$ cat config.mk
export PLATFORM = sky130hd
export DESIGN_NAME = icc_top
export DESIGN_NICKNAME = d
export VERILOG_FILES = /design/src/verilog/icc_pkg.sv /design/src/verilog/icc_channel.sv /design/src/verilog/icc_sync.sv /design/src/verilog/icc_top.sv
export SDC_FILE = /design/constraint.sdc
export NUM_CORES = 1
export LEC_CHECK = 0
export BUFFER_PORTS_ARGS = -buffer_cell sky130_fd_sc_hd__buf_2
export CORE_ASPECT_RATIO = 2
export CORE_UTILIZATION = 55
export DETAILED_ROUTE_END_ITERATION = 7
export PLACE_DENSITY = 0.76
export SETUP_SLACK_MARGIN = 0.3
export SYNTH_ARGS = -nofsm -noshare
export SYNTH_HDL_FRONTEND = slang
export SYNTH_SLANG_ARGS = --single-unit
$ cat constraint.sdc
create_clock -name ref_clk_in -period 4.78 [get_ports ref_clk_in]
set_clock_uncertainty 0.15 [all_clocks]
set_input_delay 0.956 -clock ref_clk_in [delete_from_list [all_inputs] [get_ports ref_clk_in]]
set_output_delay 0.956 -clock ref_clk_in [all_outputs]
set_load 0.01 [all_outputs]
$ cat src/verilog/icc_pkg.sv
// package: register map, field layout and mode codes of the capture unit
package icc_pkg;

  localparam int unsigned NUM_CHAN   = 4;
  localparam int unsigned FIFO_DEPTH = 4;
  localparam int unsigned CNT_W      = 16;

  // byte offsets, per channel stride of two words
  localparam logic [7:0] BUF_OFS    = 8'h00;
  localparam logic [7:0] CTRL_OFS   = 8'h04;
  localparam logic [7:0] CHAN_STEP  = 8'h08;
  localparam logic [7:0] TIMER_OFS  = 8'h20;
  localparam logic [7:0] STATUS_OFS = 8'h24;

  // control register fields
  localparam int unsigned MODE_LSB   = 0;
  localparam int unsigned BNE_BIT    = 3;
  localparam int unsigned OV_BIT     = 4;
  localparam int unsigned EPI_LSB    = 5;
  localparam int unsigned TSEL_BIT   = 7;
  localparam logic [31:0] CTRL_RESET = 32'h0000_0000;

  localparam logic [3:0] PRE4_LAST  = 4'h3;
  localparam logic [3:0] PRE16_LAST = 4'hf;

  typedef enum logic [2:0] {
    ICC_MODE_OFF   = 3'h0,
    ICC_MODE_BOTH  = 3'h1,
    ICC_MODE_FALL  = 3'h2,
    ICC_MODE_RISE  = 3'h3,
    ICC_MODE_RISE4 = 3'h4,
    ICC_MODE_RISE16 = 3'h5,
    ICC_MODE_RSVD  = 3'h6,
    ICC_MODE_WAKE  = 3'h7
  } icc_mode_t;

  typedef struct packed {
    logic       time_base_sel;
    logic [1:0] events_per_irq;
    icc_mode_t  capture_mode_sel;
  } icc_cfg_t;

  typedef struct packed {
    logic        buf_not_empty;
    logic        capture_overflow;
    logic        irq;
    logic [15:0] head;
  } icc_stat_t;

endpackage

$ cat src/verilog/icc_channel.sv
// one capture channel: edge detect, prescaler, four-word fifo, flags
`timescale 1ns/10ps
`default_nettype none
module icc_channel #(
  parameter int unsigned DEPTH = icc_pkg::FIFO_DEPTH,
  parameter int unsigned W     = icc_pkg::CNT_W
) (
  input  wire logic             ref_clk_in,
  input  wire logic             rst_in,
  input  wire logic             pin_sync_in,
  input  wire icc_pkg::icc_cfg_t cfg_in,
  input  wire logic [W-1:0]     first_timer_in,
  input  wire logic [W-1:0]     second_timer_in,
  input  wire logic             pop_in,
  output var  icc_pkg::icc_stat_t stat_out
);
  localparam int unsigned CW = $clog2(DEPTH + 1);

  logic              prev_pin;
  logic [3:0]        pre_cnt;
  logic [1:0]        irq_cnt;
  logic [W-1:0]      mem [DEPTH];
  logic [CW-1:0]     count;
  logic              ovf;
  logic              irq;
  logic              next_prev_pin;
  logic [3:0]        next_pre_cnt;
  logic [1:0]        next_irq_cnt;
  logic [W-1:0]      next_mem [DEPTH];
  logic [CW-1:0]     next_count;
  logic              next_ovf;
  logic              next_irq;
  logic              rise;
  logic              fall;
  logic              event_q;
  logic [W-1:0]      stamp;

  always_comb begin
    rise  = pin_sync_in & ~prev_pin;
    fall  = ~pin_sync_in & prev_pin;
    stamp = cfg_in.time_base_sel ? second_timer_in : first_timer_in;
    next_pre_cnt = pre_cnt;
    event_q      = 1'b0;
    unique case (cfg_in.capture_mode_sel)
      icc_pkg::ICC_MODE_OFF:    next_pre_cnt = 4'h0;
      icc_pkg::ICC_MODE_BOTH:   event_q = rise | fall;
      icc_pkg::ICC_MODE_FALL:   event_q = fall;
      icc_pkg::ICC_MODE_RISE,
      icc_pkg::ICC_MODE_WAKE:   event_q = rise;
      icc_pkg::ICC_MODE_RISE4: begin
        if (rise) begin
          event_q      = (pre_cnt[1:0] == icc_pkg::PRE4_LAST[1:0]);
          next_pre_cnt = event_q ? 4'h0 : pre_cnt + 4'h1;
        end
      end
      icc_pkg::ICC_MODE_RISE16: begin
        if (rise) begin
          event_q      = (pre_cnt == icc_pkg::PRE16_LAST);
          next_pre_cnt = pre_cnt + 4'h1;
        end
      end
      default: event_q = 1'b0;
    endcase

    next_prev_pin = pin_sync_in;
    next_mem      = mem;
    next_count    = count;
    next_ovf      = ovf;
    next_irq      = 1'b0;
    next_irq_cnt  = irq_cnt;
    if (pop_in && count != '0) begin
      for (int i = 0; i < DEPTH - 1; i++) begin
        next_mem[i] = mem[i + 1];
      end
      next_count = count - CW'(1);
    end
    if (pop_in && count == CW'(1)) begin
      next_ovf = 1'b0;
    end
    if (event_q) begin
      if (cfg_in.capture_mode_sel == icc_pkg::ICC_MODE_BOTH) begin
        next_irq = 1'b1;
      end else begin
        next_irq_cnt = irq_cnt + 2'h1;
        if (irq_cnt == cfg_in.events_per_irq) begin
          next_irq     = 1'b1;
          next_irq_cnt = 2'h0;
        end
      end
      if (ovf) begin
        next_irq = 1'b0;
        next_irq_cnt = irq_cnt;
      end else if (next_count == CW'(DEPTH)) begin
        if (cfg_in.capture_mode_sel != icc_pkg::ICC_MODE_BOTH) begin
          next_ovf = 1'b1;
        end
      end else begin
        next_mem[next_count[CW-2:0]] = stamp;
        next_count = next_count + CW'(1);
      end
    end
    if (cfg_in.capture_mode_sel == icc_pkg::ICC_MODE_OFF) begin
      next_irq_cnt = 2'h0;
    end
    if (rst_in) begin
      next_prev_pin = 1'b0;
      next_pre_cnt  = 4'h0;
      next_irq_cnt  = 2'h0;
      next_count    = '0;
      next_ovf      = 1'b0;
      next_irq      = 1'b0;
      for (int i = 0; i < DEPTH; i++) begin
        next_mem[i] = '0;
      end
    end
  end

  always_ff @(posedge ref_clk_in) begin
    prev_pin <= next_prev_pin;
    pre_cnt  <= next_pre_cnt;
    irq_cnt  <= next_irq_cnt;
    mem      <= next_mem;
    count    <= next_count;
    ovf      <= next_ovf;
    irq      <= next_irq;
  end

  always_comb begin
    stat_out.buf_not_empty    = (count != '0);
    stat_out.capture_overflow = ovf;
    stat_out.irq              = irq;
    stat_out.head             = mem[0];
  end
endmodule
`default_nettype wire

$ cat src/verilog/icc_sync.sv
// two-stage synchroniser for one asynchronous level
`timescale 1ns/10ps
`default_nettype none
module icc_sync (
  input  wire logic ref_clk_in,
  input  wire logic rst_in,
  input  wire logic async_in,
  output var  logic sync_out
);
  logic meta;
  logic next_meta;
  logic next_sync;

  always_comb begin
    next_meta = rst_in ? 1'b0 : async_in;
    next_sync = rst_in ? 1'b0 : meta;
  end

  always_ff @(posedge ref_clk_in) begin
    meta     <= next_meta;
    sync_out <= next_sync;
  end
endmodule
`default_nettype wire

$ cat src/verilog/icc_top.sv
// four-channel input capture unit with apb register slave
`timescale 1ns/10ps
`default_nettype none
module icc_top #(
  parameter int unsigned NCH = icc_pkg::NUM_CHAN,
  parameter int unsigned W   = icc_pkg::CNT_W
) (
  input  wire logic          ref_clk_in,
  input  wire logic          rst_in,
  input  wire logic          psel_in,
  input  wire logic          penable_in,
  input  wire logic          pwrite_in,
  input  wire logic [7:0]    paddr_in,
  input  wire logic [31:0]   pwdata_in,
  input  wire logic [3:0]    pstrb_in,
  output var  logic [31:0]   prdata_out,
  output logic               pready_out,
  output var  logic          pslverr_out,
  input  wire logic          capture_in_a_in,
  input  wire logic          capture_in_b_in,
  input  wire logic          capture_in_c_in,
  input  wire logic          capture_in_d_in,
  input  wire logic [W-1:0]  first_timer_in,
  input  wire logic [W-1:0]  second_timer_in,
  input  wire logic [NCH-1:0] irq_enable_in,
  output var  logic [NCH-1:0] capture_irq_out,
  output var  logic          wake_out
);
  //////////////////////////////////////////////////////////////////////////////
  logic [3:0]                pins;
  logic [NCH-1:0]            pin_sync;
  icc_pkg::icc_cfg_t         cfg [NCH];
  icc_pkg::icc_cfg_t         next_cfg [NCH];
  icc_pkg::icc_stat_t        stat [NCH];
  logic [NCH-1:0]            pop;
  logic [31:0]               next_prdata;
  logic                      next_pslverr;
  logic [NCH-1:0]            next_irq_out;
  logic                      next_wake;
  logic                      access;
  logic                      ready_q;
  logic                      next_ready;
  logic [NCH-1:0]            pin_prev;
  logic [NCH-1:0]            next_pin_prev;

  assign pins       = {capture_in_d_in, capture_in_c_in, capture_in_b_in, capture_in_a_in};
  assign pready_out = ready_q;
  assign access     = psel_in & penable_in;

  //////////////////////////////////////////////////////////////////////////////
  for (genvar c = 0; c < NCH; c++) begin : g_ch
    icc_sync u_sync (
      .ref_clk_in (ref_clk_in),
      .rst_in     (rst_in),
      .async_in   (pins[c]),
      .sync_out   (pin_sync[c])
    );
    icc_channel #(
      .DEPTH (icc_pkg::FIFO_DEPTH),
      .W     (W)
    ) u_ch (
      .ref_clk_in      (ref_clk_in),
      .rst_in          (rst_in),
      .pin_sync_in     (pin_sync[c]),
      .cfg_in          (cfg[c]),
      .first_timer_in  (first_timer_in),
      .second_timer_in (second_timer_in),
      .pop_in          (pop[c]),
      .stat_out        (stat[c])
    );
  end

  //////////////////////////////////////////////////////////////////////////////
  always_comb begin
    next_cfg     = cfg;
    next_prdata  = prdata_out;
    next_pslverr = 1'b0;
    pop          = '0;
    if (access) begin
      next_prdata  = 32'h0000_0000;
      next_pslverr = 1'b1;
      for (int c = 0; c < NCH; c++) begin
        if (paddr_in == 8'(icc_pkg::BUF_OFS + 8'(c) * icc_pkg::CHAN_STEP)) begin
          next_pslverr = 1'b0;
          if (!pwrite_in) begin
            next_prdata[W-1:0] = stat[c].head;
            pop[c]             = 1'b1;
          end
        end
        if (paddr_in == 8'(icc_pkg::CTRL_OFS + 8'(c) * icc_pkg::CHAN_STEP)) begin
          next_pslverr = 1'b0;
          if (pwrite_in) begin
            if (pstrb_in[0]) begin
              next_cfg[c].capture_mode_sel =
                icc_pkg::icc_mode_t'(pwdata_in[icc_pkg::MODE_LSB +: 3]);
              next_cfg[c].events_per_irq   = pwdata_in[icc_pkg::EPI_LSB +: 2];
              next_cfg[c].time_base_sel    = pwdata_in[icc_pkg::TSEL_BIT];
            end
          end else begin
            next_prdata[icc_pkg::MODE_LSB +: 3] = cfg[c].capture_mode_sel;
            next_prdata[icc_pkg::BNE_BIT]       = stat[c].buf_not_empty;
            next_prdata[icc_pkg::OV_BIT]        = stat[c].capture_overflow;
            next_prdata[icc_pkg::EPI_LSB +: 2]  = cfg[c].events_per_irq;
            next_prdata[icc_pkg::TSEL_BIT]      = cfg[c].time_base_sel;
          end
        end
      end
      if (paddr_in == icc_pkg::TIMER_OFS) begin
        next_pslverr = 1'b0;
        next_prdata  = {second_timer_in, first_timer_in};
      end
      if (paddr_in == icc_pkg::STATUS_OFS) begin
        next_pslverr = 1'b0;
        for (int c = 0; c < NCH; c++) begin
          next_prdata[c]       = stat[c].buf_not_empty;
          next_prdata[c + NCH] = stat[c].capture_overflow;
        end
      end
    end
    // one wait state: answer registered in the first access cycle,
    // writes and pops only at the edge that sees pready high
    next_ready = access & ~ready_q;
    if (!next_ready) begin
      next_prdata  = prdata_out;
      next_pslverr = 1'b0;
    end
    if (!(access && ready_q)) begin
      next_cfg = cfg;
      pop      = '0;
    end
    if (rst_in) begin
      for (int c = 0; c < NCH; c++) begin
        next_cfg[c].capture_mode_sel = icc_pkg::icc_mode_t'(icc_pkg::CTRL_RESET[icc_pkg::MODE_LSB +: 3]);
        next_cfg[c].events_per_irq   = icc_pkg::CTRL_RESET[icc_pkg::EPI_LSB +: 2];
        next_cfg[c].time_base_sel    = 1'b1;
      end
      next_prdata  = 32'h0000_0000;
      next_pslverr = 1'b0;
      next_ready   = 1'b0;
    end
  end

  //////////////////////////////////////////////////////////////////////////////
  // wake on every rising edge of a channel in wake mode with its irq enable set, independent of irq grouping and fifo state
  always_comb begin
    next_wake     = 1'b0;
    next_pin_prev = pin_sync;
    for (int c = 0; c < NCH; c++) begin
      next_irq_out[c] = stat[c].irq & irq_enable_in[c];
      if (cfg[c].capture_mode_sel == icc_pkg::ICC_MODE_WAKE && irq_enable_in[c] && pin_sync[c] && !pin_prev[c]) begin
        next_wake = 1'b1;
      end
    end
    if (rst_in) begin
      next_irq_out  = '0;
      next_wake     = 1'b0;
      next_pin_prev = '0;
    end
  end

  always_ff @(posedge ref_clk_in) begin
    cfg             <= next_cfg;
    prdata_out      <= next_prdata;
    pslverr_out     <= next_pslverr;
    capture_irq_out <= next_irq_out;
    wake_out        <= next_wake;
    ready_q         <= next_ready;
    pin_prev        <= next_pin_prev;
  end
endmodule
`default_nettype wire
==> Word-level counts from Yosys, hierarchy flattened <==
Cells that the tools add are included.
{ "word_totals": {"register_bits": 379, "latchBits": 0, "ramBits": 0, "romBits": 0, "input_bits": 89, "out_inout_bits": 39, "elab_cells": 418, "n_memories": 0} }
{ "op_classes": {"addsub": 16, "multipliers": 0, "n_div": 0, "magnitude_cmp": 8, "n_eq_ne": 65, "n_shift": 0, "mux": 142, "bitwise_logic": 49, "n_reduce_logical": 72} }
{ "op_table": {"columns": ["operator", "count"], "rows": [
  ["64-bit 2-to-1 mux", 12],
  ["16-bit 2-to-1 mux", 18],
  ["64-bit bitwise mux", 4],
  ["48-bit 2-to-1 mux", 4],
  ["16-bit demux with 2-bit select", 4],
  ["8-bit 2-to-1 mux", 11],
  ["4-bit 2-to-1 mux", 14],
  ["3-bit == test, second input constant", 16],
  ["3-bit 2-to-1 mux", 16],
  ["4-bit case mux with 3 select lines", 4],
  ["1-bit 2-to-1 mux", 46],
  ["3-bit AND reduction", 12],
  ["8-bit by 5-bit == test with 1-bit output, second input constant", 4],
  ["32-bit 2-to-1 mux", 1],
  ["1-bit inverter", 27],
  ["1-bit logical AND", 25],
  ["3-bit by 1-bit == test with 1-bit output, second input constant", 8],
  ["3-bit by 2-bit == test with 1-bit output, second input constant", 8],
  ["3-bit nonzero test", 8],
  ["1-bit case mux with 5 select lines", 4],
  ["5-bit AND reduction", 4],
  ["4-bit by 1-bit adder with 4-bit output, second input constant", 4],
  ["4-bit == test, second input constant", 4],
  ["8-bit by 4-bit == test with 1-bit output, second input constant", 2],
  ["other kinds (22)", 92]
]} }

==> Logic depth before layout (Yosys ltp) <==
{ "depth": {"ltp_word": 22, "ltp_mapped": 14, "mapped_depth_nobuf": 11} }

==> Hierarchy <==
From an unflattened synthesis, not the netlist that was laid out.
{ "hier_totals": {"cells_unflattened": 2261, "area_unflattened_um2": 20682.3} }
{ "by_module_without_submodules": {"columns": ["mod", "instances", "cells_each", "area_each_um2", "seq_area_each_um2"], "rows": [
  ["icc_channel (g_ch[1].u_ch ...)", 3, 456, 4206.5, 1521.5],
  ["icc_channel (g_ch[0].u_ch)", 1, 456, 4210.3, 1521.5],
  ["icc_top", 1, 421, 3642.2, 1341.3],
  ["icc_sync", 4, 4, 52.6, 40.0]
]} }

==> Worst setup path before layout <==
No wires, ideal clock.
{ "synth_timing": {"path_type": "input -> register", "start": "input port paddr_in[7]", "end": "register (tool-made name)", "arrival_time_ps": 4521, "required_ps": 4509, "setup_slack_ps": -11, "path_stages": 13, "n_path_buf": 4, "path_cell_list": "clkbuf_1 -> or4_1 -> nor4_1 -> clkbuf_1 -> nand2_1 -> a21oi_1 -> ha_1 -> or3b_2 -> mux2_2 -> and3_1 -> buf_4 -> buf_6 -> mux2_2"} }
{ "synth_rtl": {"columns": ["element", "line", "text"], "rows": [
  ["from (decl)", "icc_top.sv:13", "input wire logic [7:0] paddr_in,"]
]} }

==> flow_summary_export.csv <==
group,metric,value,unit
outcome,outcome,"complete, no violations",
logic_synthesis,netlist_area,19860,um^2
logic_synthesis,synth.top_cells.by_area,"dfxtp_1 (38%), mux2_2 (13%), a21oi_1 (6.4%)",
cts,cts_tree,"done",
logic_synthesis,synth-xor-area-share,0.6174,%
logic_synthesis,synth_fa_ha_area_share,2.772,%
logic_synthesis,syn-instance-count,2285,
logic_synthesis,synth_top_family_by_area,"multiplexers",
critical_path,worstSetupStartpointType,"input port",
floorplan,initial_utilization,55.66,%
cts,clkTransAtPathRegs,0.07,ns
sta,slew-limit-headroom,30.93,%
logic_synthesis,yosys.area.top_type,"dfxtp_1",
cts,clk-insertion-delay-late,0.55,ns
logic_synthesis,yosys.area_share.simple,18.70,%
global_route,grt_pass1_vias,17230,
drt,drt_drc_violations_left,0,
job,max-cap-violations,0,
drt,num_vias,17470,
critical_path,critPathSlowestCell,"and3_1",
logic_synthesis,synth.most_common_cell,"dfxtp_1",
critical_path,critPathKind,"in -> reg",
floorplan,die_h,270.7,um
power_and_ir_drop,ir_drop,0.3238,mV
placed_design,portBuffers,98,
drt,wl_per_cell,21.40,um
cts,cts-buffers-inserted,36,
logic_synthesis,yosysSeqAreaShare,37.80,%
drt,drt-total-wl,59270,um
logic_synthesis,async_flop_share,0,%
placed_design,dp_slack,0.09482,ns
critical_path,path_max_fanout,16,
logic_synthesis,syn_nets,2418,
logic_synthesis,synth_compound_area_share,14.70,%
cts,cts_resized,0,
logic_synthesis,ys_top_cells_by_count,"dfxtp_1 (375), nand2_1 (262), a21oi_1 (254)",
sta,drv_slew,0,
global_route,grt_pass1_wl,92000,um
logic_synthesis,synth_edf_count,0,
sta,worstMarginPinSlew,1.035,ns
cts,postCtsHoldBufs,0,
sta,period_minus_slack,4.136,ns
placed_design,place_area,20570,um^2
critical_path,worstPathCellList,"buf_2 -> buf_4 -> nor4_4 -> nand4_1 -> buf_4 -> o21ai_0 -> nand2_1 -> inv_1 -> ha_1 -> or3b_2 -> mux2_2 -> and3_1 -> mux2_2",
critical_path,crit_family,"simple AND/OR/NAND/NOR gates",
critical_path,worstPathRequired,5.07,ns
logic_synthesis,yosysWarnings,0,
final_layout,fin_area,21840,um^2
global_route,grt_use_met1,34.42,%
placed_design,place_inst,2697,
global_route,grt_use_total,32.04,%
floorplan,num_rows,98,
final_layout,utilization,61.21,%
power_and_ir_drop,power_frac_seq,48.3,%
logic_synthesis,yosysUniqueCellTypes,80,
worst_hold_path,min-delay-start,"g_ch[3].u_sync.meta",
worst_hold_path,hp-class,"reg -> reg",
final_layout,fillers,2959,
power_and_ir_drop,swShare,23.24,%
floorplan,fp.dieW,136.4,um
floorplan,core-area,35680,um^2
power_and_ir_drop,p_leak,8.571,nW
critical_path,rrSetupSlack,0.88,ns
critical_path,end_kind,"flop",
power_and_ir_drop,p_switching,0.001513,W
power_and_ir_drop,pwr-share-clk,47.0,%
critical_path,path_buf_inv,4,
cts,cts.path.max_buffers,3,
final_layout,stdcell_count,2769,
critical_path,r2r_start,"pready_out",
sta,finalSetupTns,0,ns
cts,cts_setup_buffers,0,
logic_synthesis,ys_seq_elements,375,
power_and_ir_drop,combinationalPowerShare,4.7,%
floorplan,io_pins,128,
global_route,grt_max_degree,188,
global_route,met3_usage,4.947,%
critical_path,slowest_delay,0.50,ns
global_route,antenna_found_initial,9,
final_layout,nets,2418,
critical_path,rr_worst_depth,9,
power_and_ir_drop,p_per_area,298.2,nW/um^2
sta,setup_viol,0,
sta,rsz0062_at_grt,"false",
placed_design,dp.final_hpwl,39630,um
floorplan,dieArea,36920,um^2
sta,fin_crit_sh,86.53,%
sta,setup_ws,0.6437,ns
critical_path,arrival,4.42,ns
placed_design,gp_congestion,0.9429,
drt,ant_nets,0,
logic_synthesis,synth.avg_cell_area,8.692,um^2
logic_synthesis,synth_flop_cell,"dfxtp_1",
logic_synthesis,yosys.area.top_type_share,37.80,%
global_route,grt_overflow,0,
cts,ctsHtreeMaxLevel,2,
final_layout,layout-drive-gt1-share,22.03,%
cts,cts.sinks,375,
sta,max_clock_freq,0.2418,GHz
sta,hold_viol_final,0,
worst_hold_path,min_path_cells,1,
cts,root_buffer,"clkbuf_16",
global_route,gr-max-usage-layer,"met2",
power_and_ir_drop,power.internal,0.005000,W
drt,drt-vias-per-instance,6.310,
drt,firstDrtPassIters,8,
global_route,grtUsageMet2,53.14,%
drt,drtIter0Drc,1576,
final_layout,synthToLayoutAreaGrowth,9.979,%
worst_hold_path,min_to,"g_ch[3].u_sync.sync_out",
logic_synthesis,synth.area.mux_share,20.76,%
==> cell usage in the layout (no fill, tap or decap), types with 44 or more instances in the layout <==
| cell | n |
|---|---|
| a21oi_1 | 253 |
| buf_2 | 97 |
| buf_4 | 44 |
| dfxtp_1 | 375 |
| ha_1 | 44 |
| inv_1 | 44 |
| mux2_2 | 237 |
| mux2i_1 | 97 |
| nand2_1 | 262 |
| nand3_1 | 131 |
| nor2_1 | 146 |
| nor2b_1 | 77 |
| o21ai_0 | 135 |
==> power groups by stage <==
stage               combinational [W]  clock, W  sequential [W]
finish                       0.000306   0.00306         0.00315
global route                 0.000323   0.00320         0.00314
CTS                          0.000298   0.00309         0.00315
detailed placement           0.000297         0         0.00322
global placement             0.000290         0         0.00322
floorplan                    0.000161         0         0.00322
==> how the worst max path moves through the flow <==
stage	start	end	depth (start not counted)
4_1_cts	pwrite_in	flop	13
3_3_place_gp	pwrite_in	flop	13
2_1_floorplan	paddr_in[7]	flop	13
3_5_place_dp	pwrite_in	flop	13
5_1_grt	pwrite_in	flop	13
6_report	pwrite_in	flop	13
==> worst reg2reg max path: stages, from the launching register on <==
cell,delay (ns)
dfxtp_1,0.51
nand3_1,0.30
nor4_4,0.51
nand2_1,0.13
a21oi_2,0.24
ha_1,0.25
or3b_2,0.47
mux2_2,0.32
and3_1,0.50
mux2_2,0.42
==> routing by layer <==
| layer | up-vias | part of all wire [%] |
|---|---|---|
| met5 | - | 0.027 |
| met4 | 2 | 9.7 |
| met3 | 258 | 6.6 |
| met2 | 748 | 49 |
| met1 | 8391 | 35 |
| li1 | 8073 | - |
==> final cells by class <==
class                           count  area, um^2  area share [%]
Multi-Input combinational cell   1684       11470           52.50
Sequential cell                   375        7507           34.37
Clock buffer                       45        1017           4.657
Timing Repair Buffer              144       870.8           3.987
Tap cell                          450       563.0           2.578
Clock inverter                     18       229.0           1.048
Inverter                           44       165.2          0.7561
Antenna cell                        9       22.52          0.1031
==> stage by stage <==
| step | hold WS, ns | power, W |
|---|---|---|
| 2_1_floorplan | 0.2638 | 0.003377 |
| 3_3_place_gp | 0.2728 | 0.003506 |
| 3_5_place_dp | 0.2815 | 0.003513 |
| 4_1_cts | 0.2992 | 0.006536 |
| 5_1_grt | 0.3190 | 0.006671 |
| 6_report | 0.2930 | 0.006513 |
==> cell families (layout without fill, tap and decap cells) <==
| family | count (synthesis) | count (layout) |
|---|---|---|
| adders and majority gates | 44 | 44 |
| other | 0 | 9 |
| AOI/OAI and AO/OA | 504 | 504 |
| buffers and inverters | 226 | 251 |
| xor gates and xnor gates | 14 | 14 |
| DFF | 375 | 375 |
| and+or+nand+nor | 752 | 752 |
| muxes | 370 | 370 |
No activity file was read; power rests on OpenSTA's default activity.
